**src/cisd_cfg.svh**
```systemverilog
/*
 * Field positions, lengths and reset values for the instruction decoder.
 * Assumes the fetch unit hands over 16-bit opcode words, first word first.
 */
`ifndef CISD_CFG_SVH
`define CISD_CFG_SVH

// ----------------------------------------------------------------
// First opcode word layout
// ----------------------------------------------------------------
`define CISD_CLS_HI      15
`define CISD_CLS_LO      11
`define CISD_VAR2_BIT    10
`define CISD_VAR1_BIT    9
`define CISD_LONG_BIT    8
`define CISD_RD_HI       7
`define CISD_RD_LO       4
`define CISD_RS_HI       3
`define CISD_RS_LO       0
`define CISD_CNT_HI      5
`define CISD_CNT_LO      4
`define CISD_TRAP_HI     6
`define CISD_TRAP_LO     0

// ----------------------------------------------------------------
// Lengths in bytes and reset values
// ----------------------------------------------------------------
`define CISD_LEN_SHORT   3'h2
`define CISD_LEN_LONG    3'h4
`define CISD_RST_CNT     3'h0
`define CISD_RST_PAGE    16'h0000
`define CISD_STEP_ONE    2'h1
`define CISD_STEP_TWO    2'h2

`endif

```
**src/cisd_pkg.sv**
```systemverilog
/*
 * Types shared by the instruction decoder and its datapath neighbours.
 * Assumes the datapath, stack and system-control logic consume cisd_exec_t.
 */
package cisd_pkg;

    // ------------------------------------------------------------
    // Operation classes (bits 15:11 of the first word)
    // ------------------------------------------------------------
    typedef enum logic [4:0] {
        CLS_ADD     = 5'h00, CLS_ADDC    = 5'h01, CLS_SUB   = 5'h02,
        CLS_SUBC    = 5'h03, CLS_MUL     = 5'h04, CLS_DIV   = 5'h05,
        CLS_CMPD    = 5'h06, CLS_CMPI    = 5'h07, CLS_NORM  = 5'h08,
        CLS_SHIFT   = 5'h09, CLS_SAR     = 5'h0a, CLS_MOVBX = 5'h0b,
        CLS_JBIT    = 5'h0c, CLS_BFLD    = 5'h0d, CLS_BITOP = 5'h0e,
        CLS_PSHCL   = 5'h0f, CLS_CTXSW   = 5'h10, CLS_RET   = 5'h11,
        CLS_TRAP    = 5'h12, CLS_PDOFF   = 5'h13, CLS_PAGE  = 5'h14,
        CLS_PREFIX  = 5'h15, CLS_SEGXFER = 5'h16, CLS_MAC   = 5'h17,
        CLS_NOP     = 5'h18
    } cisd_class_t;

    typedef enum logic [2:0] {
        ALU_NONE = 3'h0, ALU_ADD = 3'h1, ALU_SUB = 3'h2, ALU_CMP = 3'h3,
        ALU_MUL  = 3'h4, ALU_DIV = 3'h5
    } cisd_alu_t;

    typedef enum logic [2:0] {
        SH_NONE = 3'h0, SH_SHL = 3'h1, SH_SHR = 3'h2, SH_ROL = 3'h3,
        SH_ROR  = 3'h4, SH_SAR  = 3'h5
    } cisd_shift_t;

    typedef enum logic [2:0] {
        BO_NONE = 3'h0, BO_MOV = 3'h1, BO_MOVN = 3'h2, BO_AND = 3'h3,
        BO_OR   = 3'h4, BO_XOR = 3'h5, BO_CMP  = 3'h6
    } cisd_bitop_t;

    typedef enum logic [1:0] {
        RET_NONE = 2'h0, RET_NEAR = 2'h1, RET_SEG = 2'h2, RET_IRQ = 2'h3
    } cisd_ret_t;

    typedef enum logic [0:0] {
        ST_FIRST  = 1'b0,
        ST_SECOND = 1'b1
    } cisd_state_t;

    // ------------------------------------------------------------
    // Decoded instruction handed to the datapath
    // ------------------------------------------------------------
    typedef struct packed {
        cisd_class_t cls;
        logic        len4;
        logic [3:0]  rd;
        logic [3:0]  rs;
        logic [15:0] imm;
        cisd_alu_t   alu;
        logic        use_carry;
        logic        byte_mode;
        logic        is_signed;
        logic        long_div;
        logic        ptr_upd;
        logic        ptr_inc;
        logic [1:0]  ptr_step;
        logic        extend;
        logic        ext_zero;
        logic        norm_count;
        cisd_shift_t shift;
        logic        bit_jump;
        logic        jump_if_set;
        logic        bit_modify;
        logic        bfld;
        logic        bfld_high;
        cisd_bitop_t bitop;
        logic        stack_push;
        logic        stack_pop;
        logic        call_abs;
        logic        seg_xfer;
        logic        load_imm;
        cisd_ret_t   ret_kind;
        logic        trap;
        logic [6:0]  trap_no;
        logic        mac;
        logic        nop;
        logic        illegal;
        logic        ext_page;
        logic        ext_reg;
        logic        prefix_a;
    } cisd_exec_t;

endpackage

```
**src/cisd_decoder.sv**
```systemverilog
/*
 * Instruction decoder: takes opcode words from the fetch unit, finds the
 * length from the first word, collects the second word of long forms and
 * issues one decoded control word per instruction.
 * Assumes the fetch unit sits on the same clock and holds a word until taken.
 */
`timescale 1ns/1ns
`include "cisd_cfg.svh"

module cisd_decoder (
    // Clock and reset
    input  wire logic               i_core_clk,
    input  wire logic               i_sys_rst,
    // Opcode words from the fetch unit
    input  wire logic               i_fetch_valid,
    input  wire logic [15:0]        i_fetch_word,
    output logic                    o_fetch_ready,
    // Decoded instruction to datapath, stack and system control
    output logic                    o_exec_valid,
    output cisd_pkg::cisd_exec_t    o_exec,
    output logic [15:0]             o_ext_page,
    output logic                    o_irq_block
);

    // --------
    // Length lookup
    // --------
    function automatic logic is_long(input logic [15:0] w);
        logic [4:0] c;
        c = w[`CISD_CLS_HI:`CISD_CLS_LO];
        case (c)
            cisd_pkg::CLS_JBIT, cisd_pkg::CLS_BFLD, cisd_pkg::CLS_BITOP,
            cisd_pkg::CLS_PSHCL, cisd_pkg::CLS_CTXSW, cisd_pkg::CLS_PDOFF,
            cisd_pkg::CLS_SEGXFER, cisd_pkg::CLS_MAC:
                is_long = 1'b1;
            cisd_pkg::CLS_ADD, cisd_pkg::CLS_ADDC, cisd_pkg::CLS_SUB,
            cisd_pkg::CLS_SUBC, cisd_pkg::CLS_CMPD, cisd_pkg::CLS_CMPI,
            cisd_pkg::CLS_MOVBX, cisd_pkg::CLS_PAGE:
                is_long = w[`CISD_LONG_BIT];
            default:
                is_long = 1'b0;
        endcase
    endfunction

    // --------
    // Field decode of a complete instruction
    // --------
    function automatic cisd_pkg::cisd_exec_t decode(input logic [15:0] w0,
                                                     input logic [15:0] w1);
        cisd_pkg::cisd_exec_t d;
        logic                 v2;
        logic                 v1;
        d        = '0;
        v2       = w0[`CISD_VAR2_BIT];
        v1       = w0[`CISD_VAR1_BIT];
        d.cls    = cisd_pkg::cisd_class_t'(w0[`CISD_CLS_HI:`CISD_CLS_LO]);
        d.len4   = is_long(w0);
        d.rd     = w0[`CISD_RD_HI:`CISD_RD_LO];
        d.rs     = w0[`CISD_RS_HI:`CISD_RS_LO];
        d.imm    = d.len4 ? w1 : 16'h0000;
        case (d.cls)
            cisd_pkg::CLS_ADD, cisd_pkg::CLS_ADDC: begin
                d.alu       = cisd_pkg::ALU_ADD;
                d.use_carry = (d.cls == cisd_pkg::CLS_ADDC);
                d.byte_mode = v1;
            end
            cisd_pkg::CLS_SUB, cisd_pkg::CLS_SUBC: begin
                d.alu       = cisd_pkg::ALU_SUB;
                d.use_carry = (d.cls == cisd_pkg::CLS_SUBC);
                d.byte_mode = v1;
            end
            cisd_pkg::CLS_MUL: begin
                d.alu       = cisd_pkg::ALU_MUL;
                d.is_signed = ~v2;
            end
            cisd_pkg::CLS_DIV: begin
                // Bit 9 clear divides the low muldiv word, bit 9 set all 32 bits
                d.alu       = cisd_pkg::ALU_DIV;
                d.is_signed = ~v2;
                d.long_div  = v1;
            end
            cisd_pkg::CLS_CMPD, cisd_pkg::CLS_CMPI: begin
                d.alu       = cisd_pkg::ALU_CMP;
                d.ptr_upd   = 1'b1;
                d.ptr_inc   = (d.cls == cisd_pkg::CLS_CMPI);
                d.ptr_step  = v1 ? `CISD_STEP_TWO : `CISD_STEP_ONE;
            end
            cisd_pkg::CLS_NORM: begin
                d.norm_count = 1'b1;
            end
            cisd_pkg::CLS_SHIFT: begin
                case ({v2, v1})
                    2'h0:    d.shift = cisd_pkg::SH_SHL;
                    2'h1:    d.shift = cisd_pkg::SH_SHR;
                    2'h2:    d.shift = cisd_pkg::SH_ROL;
                    default: d.shift = cisd_pkg::SH_ROR;
                endcase
            end
            cisd_pkg::CLS_SAR: begin
                d.shift = cisd_pkg::SH_SAR;
            end
            cisd_pkg::CLS_MOVBX: begin
                d.extend   = 1'b1;
                d.ext_zero = v1;
            end
            cisd_pkg::CLS_JBIT: begin
                // Set-test may clear the bit, clear-test may set it
                d.bit_jump    = 1'b1;
                d.jump_if_set = ~v2;
                d.bit_modify  = v1;
            end
            cisd_pkg::CLS_BFLD: begin
                d.bfld      = 1'b1;
                d.bfld_high = v1;
            end
            cisd_pkg::CLS_BITOP: begin
                case ({w0[`CISD_LONG_BIT], v2, v1})
                    3'h0:    d.bitop = cisd_pkg::BO_MOV;
                    3'h1:    d.bitop = cisd_pkg::BO_MOVN;
                    3'h2:    d.bitop = cisd_pkg::BO_AND;
                    3'h3:    d.bitop = cisd_pkg::BO_OR;
                    3'h4:    d.bitop = cisd_pkg::BO_XOR;
                    3'h5:    d.bitop = cisd_pkg::BO_CMP;
                    default: d.illegal = 1'b1;
                endcase
            end
            cisd_pkg::CLS_PSHCL: begin
                // Stack logic pushes rd before the call target is taken
                d.stack_push = 1'b1;
                d.call_abs   = 1'b1;
            end
            cisd_pkg::CLS_CTXSW: begin
                d.stack_push = 1'b1;
                d.load_imm   = 1'b1;
            end
            cisd_pkg::CLS_RET: begin
                case ({v2, v1})
                    2'h0: d.ret_kind = cisd_pkg::RET_NEAR;
                    2'h1: begin
                        d.ret_kind  = cisd_pkg::RET_NEAR;
                        d.stack_pop = 1'b1;
                    end
                    2'h2:    d.ret_kind = cisd_pkg::RET_SEG;
                    default: d.ret_kind = cisd_pkg::RET_IRQ;
                endcase
            end
            cisd_pkg::CLS_TRAP: begin
                d.trap    = 1'b1;
                d.trap_no = w0[`CISD_TRAP_HI:`CISD_TRAP_LO];
            end
            cisd_pkg::CLS_PDOFF: begin
                // Power reduction is handled elsewhere; decoded but inert
                d.nop = 1'b1;
            end
            cisd_pkg::CLS_PAGE, cisd_pkg::CLS_PREFIX: begin
                d.nop = 1'b1;
            end
            cisd_pkg::CLS_SEGXFER: begin
                d.seg_xfer = 1'b1;
                d.call_abs = v1;
            end
            cisd_pkg::CLS_MAC: begin
                d.mac = 1'b1;
            end
            cisd_pkg::CLS_NOP: begin
                d.nop = 1'b1;
            end
            default: begin
                d.illegal = 1'b1;
            end
        endcase
        return d;
    endfunction

    // --------
    // Word collection
    // --------
    cisd_pkg::cisd_state_t state;
    logic [15:0]           first_word;
    logic                  take;
    logic                  done;
    logic [15:0]           done_w0;
    logic [15:0]           done_w1;
    cisd_pkg::cisd_exec_t  next_exec;
    logic [4:0]            done_cls;
    logic                  is_prefix;

    assign take    = i_fetch_valid & o_fetch_ready;
    // The second word is only asked for once the first word says so
    assign done    = take & ((state == cisd_pkg::ST_SECOND) | ~is_long(i_fetch_word));
    assign done_w0 = (state == cisd_pkg::ST_SECOND) ? first_word : i_fetch_word;
    assign done_w1 = (state == cisd_pkg::ST_SECOND) ? i_fetch_word : 16'h0000;
    assign done_cls = done_w0[`CISD_CLS_HI:`CISD_CLS_LO];
    assign is_prefix = (done_cls == cisd_pkg::CLS_PAGE) | (done_cls == cisd_pkg::CLS_PREFIX);

    always_ff @(posedge i_core_clk) begin
        if (i_sys_rst) begin
            state <= cisd_pkg::ST_FIRST;
        end else begin
            case (state)
                cisd_pkg::ST_FIRST: begin
                    if (take && is_long(i_fetch_word)) begin
                        state <= cisd_pkg::ST_SECOND;
                    end
                end
                cisd_pkg::ST_SECOND: begin
                    if (take) begin
                        state <= cisd_pkg::ST_FIRST;
                    end
                end
                default: state <= cisd_pkg::ST_FIRST;
            endcase
        end
    end

    always_ff @(posedge i_core_clk) begin
        if (i_sys_rst) begin
            first_word <= 16'h0000;
        end else if (take && state == cisd_pkg::ST_FIRST) begin
            first_word <= i_fetch_word;
        end
    end

    // No output stall exists, so the decoder is ready for a word every cycle out of reset
    always_ff @(posedge i_core_clk) begin
        if (i_sys_rst) begin
            o_fetch_ready <= 1'b0;
        end else begin
            o_fetch_ready <= 1'b1;
        end
    end

    // --------
    // Extended sequence tracking
    // --------
    logic [2:0] ext_cnt;
    logic       ext_page;
    logic       ext_reg;
    logic       prefix_a;
    logic       last_in_seq;

    assign last_in_seq = done & ~is_prefix & (ext_cnt == 3'h1);

    always_ff @(posedge i_core_clk) begin
        if (i_sys_rst) begin
            ext_cnt  <= `CISD_RST_CNT;
            ext_page <= 1'b0;
            ext_reg  <= 1'b0;
            prefix_a   <= 1'b0;
        end else if (done && is_prefix) begin
            // Count covers 1 to 4 following instructions
            ext_cnt  <= {1'b0, done_w0[`CISD_CNT_HI:`CISD_CNT_LO]} + 3'h1;
            ext_page <= (done_cls == cisd_pkg::CLS_PAGE);
            ext_reg  <= done_w0[`CISD_VAR1_BIT];
            prefix_a   <= (done_cls == cisd_pkg::CLS_PREFIX) & ~done_w0[`CISD_VAR1_BIT];
        end else if (done && ext_cnt != 3'h0) begin
            ext_cnt <= ext_cnt - 3'h1;
            if (last_in_seq) begin
                ext_page <= 1'b0;
                ext_reg  <= 1'b0;
                prefix_a   <= 1'b0;
            end
        end
    end

    // Page comes from the immediate in the long form, else from rs index
    always_ff @(posedge i_core_clk) begin
        if (i_sys_rst) begin
            o_ext_page <= `CISD_RST_PAGE;
        end else if (done && done_cls == cisd_pkg::CLS_PAGE) begin
            o_ext_page <= (state == cisd_pkg::ST_SECOND) ? done_w1
                        : {12'h000, done_w0[`CISD_RS_HI:`CISD_RS_LO]};
        end
    end

    // Interrupts stay held off while any prefix sequence is open
    always_ff @(posedge i_core_clk) begin
        if (i_sys_rst) begin
            o_irq_block <= 1'b0;
        end else if (done && is_prefix) begin
            o_irq_block <= 1'b1;
        end else if (last_in_seq) begin
            o_irq_block <= 1'b0;
        end
    end

    // --------
    // Issue
    // --------
    always_comb begin
        next_exec          = decode(done_w0, done_w1);
        next_exec.ext_page = ext_page & (ext_cnt != 3'h0) & ~is_prefix;
        next_exec.ext_reg  = ext_reg & (ext_cnt != 3'h0) & ~is_prefix;
        next_exec.prefix_a   = prefix_a & (ext_cnt != 3'h0) & ~is_prefix;
    end

    always_ff @(posedge i_core_clk) begin
        if (i_sys_rst) begin
            o_exec_valid <= 1'b0;
            o_exec       <= '0;
        end else begin
            o_exec_valid <= done;
            if (done) begin
                o_exec <= next_exec;
            end
        end
    end

endmodule

```
**config.mk**
```make
export PLATFORM = sky130hd
export DESIGN_NAME = cisd_decoder
export DESIGN_NICKNAME = d
export VERILOG_FILES = /design/src/cisd_pkg.sv /design/src/cisd_decoder.sv
export VERILOG_INCLUDE_DIRS = /design/src
export SDC_FILE = /design/constraint.sdc
export NUM_CORES = 1
export LEC_CHECK = 0
export BUFFER_PORTS_ARGS = -buffer_cell sky130_fd_sc_hd__buf_2
export CAP_MARGIN = 15
export CELL_PAD_IN_SITES_DETAIL_PLACEMENT = 1
export CELL_PAD_IN_SITES_GLOBAL_PLACEMENT = 1
export CORE_MARGIN = 2
export CORE_UTILIZATION = 46
export CTS_BUF_LIST = sky130_fd_sc_hd__clkbuf_8
export CTS_CLUSTER_DIAMETER = 100
export DETAILED_ROUTE_END_ITERATION = 16
export GPL_ROUTABILITY_DRIVEN = 0
export PLACE_DENSITY_LB_ADDON = 0.3
export SLEW_MARGIN = 0
export SYNTH_ARGS = -nofsm -noshare
export SYNTH_HDL_FRONTEND = slang
export SYNTH_SLANG_ARGS = --single-unit
```
**constraint.sdc**
```tcl
create_clock -name i_core_clk -period 5.45 [get_ports i_core_clk]
set_input_delay 0.545 -clock i_core_clk [delete_from_list [all_inputs] [get_ports i_core_clk]]
set_output_delay 0.545 -clock i_core_clk [all_outputs]
set_load 0.01 [all_outputs]
```
After elaboration in Yosys (flattened, before gate mapping)

Index checks and enable logic that the tools add are counted.

Output and inout port bits: 95
Word-level logic and storage cells: 187
Register bits after elaboration: 118

Multiplexer cells: 47
Bitwise operators: 18
Add/subtract/negate cells: 2
Reduce and logical (&&, ||, !) cells: 26
Equality and inequality tests: 47

Operators by type and width:

| cell                                           | count |
|---|---|
| == test 5 bit (second input constant)          | 14 |
| == test 5 x 4 -> 1 bit (second input constant) | 13 |
| two-way mux 16 bit                             | 4 |
| OR reduction 8 bit                             | 4 |
| == test 5 x 3 -> 1 bit (second input constant) | 6 |
| OR reduction 24 bit                            | 1 |
| two-way mux 1 bit                              | 22 |
| == test 5 x 2 -> 1 bit (second input constant) | 4 |
| case mux 3 bit (6 select lines)                | 1 |
| case mux 3 bit (5 select lines)                | 1 |
| two-way mux 3 bit                              | 4 |
| OR reduction 2 bit                             | 6 |
| bitwise AND 1 bit                              | 11 |
| == test 5 x 1 -> 1 bit (second input constant) | 2 |
| zero test 5 bit                                | 2 |
| case mux 1 bit (2 select lines)                | 5 |
| case mux 3 bit (3 select lines)                | 1 |
| two-way mux 2 bit                              | 4 |
| two-way mux 8 bit                              | 1 |
| case mux 2 bit (2 select lines)                | 2 |
| == test 3 x 1 -> 1 bit (second input constant) | 2 |
| == test 3 x 2 -> 1 bit (second input constant) | 2 |
| == test 3 bit (second input constant)          | 2 |
| case mux 3 bit (2 select lines)                | 1 |
| 15 further kinds                               | 25 |

Logic depth before layout (Yosys ltp)

Depth in word-level cells: 11
Gate-level depth with buffers: 12
Mapped depth without buffers: 7

Worst setup path before layout

Ideal clock, no wire load.

Kind: flip-flop to flip-flop
Start: register state
End: register o_exec[3] (netlist name)
Data arrival time: 2,846 ps
Required time: 5,364 ps
Buffers on the path: 4
Stages on the path, launching flop included: 12
Path slack: 2,519 ps
Setup time: 86 ps
Path through: dfxtp_1 buf_4 buf_6 buf_2 buf_2 mux2i_1 inv_1 ha_1 or2_2 o41ai_1 a211oi_1 a211oi_1

Longest elaborated chain between the ends: 5

Ends and longest elaborated chain:

| element                               | line                | RTL |
|---|---|---|
| start: declaration                    | cisd_decoder.sv:178 | `cisd_pkg::cisd_state_t state;` |
| start signal: assignment              | cisd_decoder.sv:198 | `state <= cisd_pkg::ST_FIRST;` |
| start signal: assignment              | cisd_decoder.sv:203 | `state <= cisd_pkg::ST_SECOND;` |
| start signal: assignment              | cisd_decoder.sv:208 | `state <= cisd_pkg::ST_FIRST;` |
| two-way mux 16 bit                    | cisd_decoder.sv:191 | `assign done_w0 = (state == cisd_pkg::ST_SECOND) ? first_word : i_fetch_word;` |
| == test 3 bit (tied with other cells) | cisd_decoder.sv:117 | `` case ({w0[`CISD_LONG_BIT], v2, v1}) `` |
| OR reduction 6 bit (no source line)   | --                  |  |
| two-way mux 1 bit                     | cisd_decoder.sv:117 |  |
| case mux 1 bit (2 select lines)       | cisd_decoder.sv:61  | `case (d.cls)` |
| end signal: assignment                | cisd_decoder.sv:304 | `o_exec <= next_exec;` |
| end: declaration                      | cisd_decoder.sv:20  | `output cisd_pkg::cisd_exec_t o_exec,` |

Several ways; a longest one is shown, not always the timed one.
A chain may end at the register's enable or synchronous reset.

Worst setup path after layout

Start: register state
End: register o_exec[59] (netlist name)

Longest elaborated chain between the ends: 5

Ends and longest elaborated chain:

| element                               | line                | RTL |
|---|---|---|
| two-way mux 16 bit                    | cisd_decoder.sv:191 |  |
| == test 5 bit (tied with other cells) | cisd_decoder.sv:31  | `case (c)` |
| OR reduction 8 bit                    | cisd_decoder.sv:31  |  |
| case mux 1 bit (2 select lines)       | cisd_decoder.sv:31  |  |
| two-way mux 16 bit                    | cisd_decoder.sv:60  | `d.imm = d.len4 ? w1 : 16'h0000;` |

Several ways; a longest one is shown, not always the timed one.

==> metrics.md <==
| Metric | Value |
|---|---|
| DP Wirelength | 10800 um |
| Hold Path Stages | 2 |
| PwrDens | 318 nW/um2 |
| Clock Tree Root | clkbuf_8 |
| Total Neg Setup Slack | 0 ns |
| Crit path cell chain | buf_4, mux2i_1, a21boi_0, o221ai_1, a31oi_2, a22o_1 |
| Worst reg2reg path endpoint | o_exec[59] |
| Reg2Reg Launch Point | state |
| Met3 usage | 0.0502 |
| Mapped Cells | 584 |
| R2R depth | 6 |
| Count of final hold-check violations | 0 |
| CTS tree | done |
| # Max-Cap Violations | 0 |
| Main synth FF type | dfxtp_1 |
| Average cell area after synthesis | 9.27 um2 |
| Delay-heaviest family, CP | compound AO/OA/AOI/OAI gates |
| CTS Buffer Depth | 2 |
| Outcome | finished clean |
| CP endpoint kind | register |
| Via Count | 4903 |
| Synth unique cells | 67 |
| ANT nets after route | 0 |
| Final Cycle Share | 0.638 |
| Inserted Diodes | 0 |
| Layout Cells excl Fill | 831 |
| RSZ-0062 raised after global routing | false |
| Die X | 112 um |
| Synth Cell Area | 5410 um2 |
| DR WL/cell | 19.5 um |
| Setup crit start kind | register |
| H-tree depth | 4 |
| CP Buf/Inv Count | 1 |
| First-pass GRT wire length | 26000 um |
| Top flop regs | o_exec x76, first_word x16, o_ext_page x16 |
| Post-route cell area | 6440 um2 |
| CP arrival | 3.85 ns |
| Die area | 12700 um2 |
| Sequential area share after synthesis | 0.436 |
| CTS Sinks | 118 |
| HP Class | in2reg |
| Critical path required time | 5.83 ns |
| Layout area overhead | 19.0% |
| Port bufs | 113 |
| Peak supply drop | 0.143 mV |
| Skew-Pair Late Insertion Delay | 0.44 ns |
| Most frequent cell after synthesis | dfxtp_1 |
| Final min period | 3.48 ns |
| Vias per std cell | 5.90 |
| Least-Margin Pin Slew | 1.07 ns |
| Area of the multi-input gates | 2780 um2 |
| Endpoints failing setup | 0 |
| WHS Endpoint | o_exec[48] |
| Hold_ws | 0.372 ns |
| Cell taking the most area after synthesis | dfxtp_1 |
| Largest register FFs | 76 |
| Antenna violations before repair | 0 |
| Largest Register | o_exec |
| Layout cells sized above 1 | 0.267 |
| Starting DRT DRC Count | 325 |
| GRT busiest layer | met2 |
| Ports | 114 |
| Synth top area cells | dfxtp_1 44%, mux2i_1 9.6%, nand2_1 7.0%, o2bb2ai_1 3.1%, a22o_1 2.9% |
| Final-layout fill cell count | 1352 |
| Post-CTS resize count | 0 |
| CP max FO | 33 |
| Async SR Flop Fraction | 0 |
| R2R setup slack | 1.97 ns |
| CTS Buf Count | 17 |
| EDFF count, synth | 0 |
| Vias in the first global route | 4861 |
| # rows | 39 |
| First drt pass iteration count | 7 |
| Drt drc | 0 |
| FF/Latch Area | 2360 um2 |
| Total GRT Usage | 0.259 |
| Max incr delay on CP | 0.79 ns |
| Slew Limit Fails | 0 |
| Clk slew on worst S/H paths | 0.08 ns |
| Total power | 2.05 mW |
| Static Leak | 2.71 nW |
| Setup CP Type | reg2reg |
| Pin count of the biggest net entering global routing | 77 |
| Syn_nets | 611 |
| Initial core utilization | 0.472 |
| Yosys reg bits | 118 |
| Clk_skew | 0.0119 ns |
| Placed cell areas | 6000 um2 |
| Fmax | 0.288 GHz |
| Final wirelength | 16200 um |
| Ys Warns | 0 |
| Die Ht | 112 um |
| Met1 global-route usage | 0.344 |
| Slowest CP cell | a31oi_2 |
| HP Start | i_fetch_word[2] |
| Fin nets | 703 |
| Grt met2 use | 0.425 |
| Post-CTS setup buffers | 0 |
| Hold-fix buffers at CTS | 0 |
| Core Region | 11500 um2 |
| Overflow after GRT | 0 |
| Post-Place Cells | 800 |
| Post-synth top area share | 0.436 |
| Slew HR | 0.285 |
| Synth top cells by count | 118 x dfxtp_1, 101 x nand2_1, 52 x mux2i_1 |
-- layout by cell type, fill, tap and decap left out, types with 4 or more instances in the layout --
master     count
clkinv_2       4
o21ai_0        8
clkbuf_8      21
o2bb2ai_1     19
a22o_1        18
nor3_1         4
a211oi_1       5
o221a_2        6
buf_4          9
nand2b_1       4
o21a_1         4
mux2_2         6
nand3b_1       4
or3_1          6
o211a_1        4
nor2b_1        5
nand3_1       25
a31oi_1        6
inv_1         13
a21oi_1       27
nor2_1        22
ha_1           8
dfxtp_1      117
bufinv_16      4
buf_2        113
nand2_1      101
o211ai_1      10
mux2i_1       52
-- worst reg2reg max path, stage by stage (launching register included) --
cell	delay [ns]
dfxtp_2	0.74
buf_4	0.48
mux2i_1	0.73
a21boi_0	0.24
o221ai_1	0.16
a31oi_2	0.79
a22o_1	0.27
-- per-stage QoR --
step / util / setup WS (ns)
2_1_floorplan: - / 2.52
3_3_place_gp: 0.523 / 2.23
3_5_place_dp: 0.523 / 2.05
4_1_cts: 0.562 / 2.01
5_1_grt: 0.562 / 1.64
6_report: 0.562 / 1.97
-- logic make-up after synthesis --
| logic type | after synthesis | synth area share |
|---|---|---|
| buffers and inverters | 62 | 0.0527 |
| flip-flops | 118 | 0.436 |
| adder cells (fa/ha/maj) | 8 | 0.0185 |
| AND/OR/NAND/NOR | 196 | 0.174 |
| AO/OA/AOI/OAI | 142 | 0.210 |
| multiplexers | 58 | 0.109 |
-- how the worst max path moves through the flow --
| stage | startpoint | to | slack, ns | depth (start not counted) |
|---|---|---|---|---|
| after floorplan | state | o_exec[3] | 2.52 | 11 |
| after global placement | state | o_exec[47] | 2.23 | 6 |
| after detailed placement | state | o_exec[59] | 2.05 | 6 |
| after CTS | state | o_exec[59] | 2.01 | 6 |
| after global routing | state | o_exec[47] | 1.64 | 6 |
| final | state | o_exec[59] | 1.97 | 6 |
-- where the power goes --
| part | internal (mW) | switching [mW] | leakage (nW) |
|---|---|---|---|
| logic | 0.0834 | 0.168 | 1.52 |
| clock network | 0.540 | 0.354 | 0.229 |
| registers | 0.883 | 0.0209 | 0.956 |
| total | 1.51 | 0.543 | 2.71 |
-- routing by layer --
| metal | share of wire | vias up |
|---|---|---|
| met5 | 0 | - |
| met2 | 0.49 | 149 |
| met4 | 0.016 | 0 |
| li1 | - | 2309 |
| met1 | 0.45 | 2420 |
| met3 | 0.049 | 25 |
-- final cells by class --
cell class / count / share of cell area
clock buffer: 21 / 0.0449
clock inverter: 10 / 0.0235
inverter: 13 / 0.00758
multi-input combinational: 404 / 0.431
sequential: 118 / 0.367
tap: 143 / 0.0278
timing repair buffer: 122 / 0.0983
Note: power is estimated with default switching activity, not from simulation.
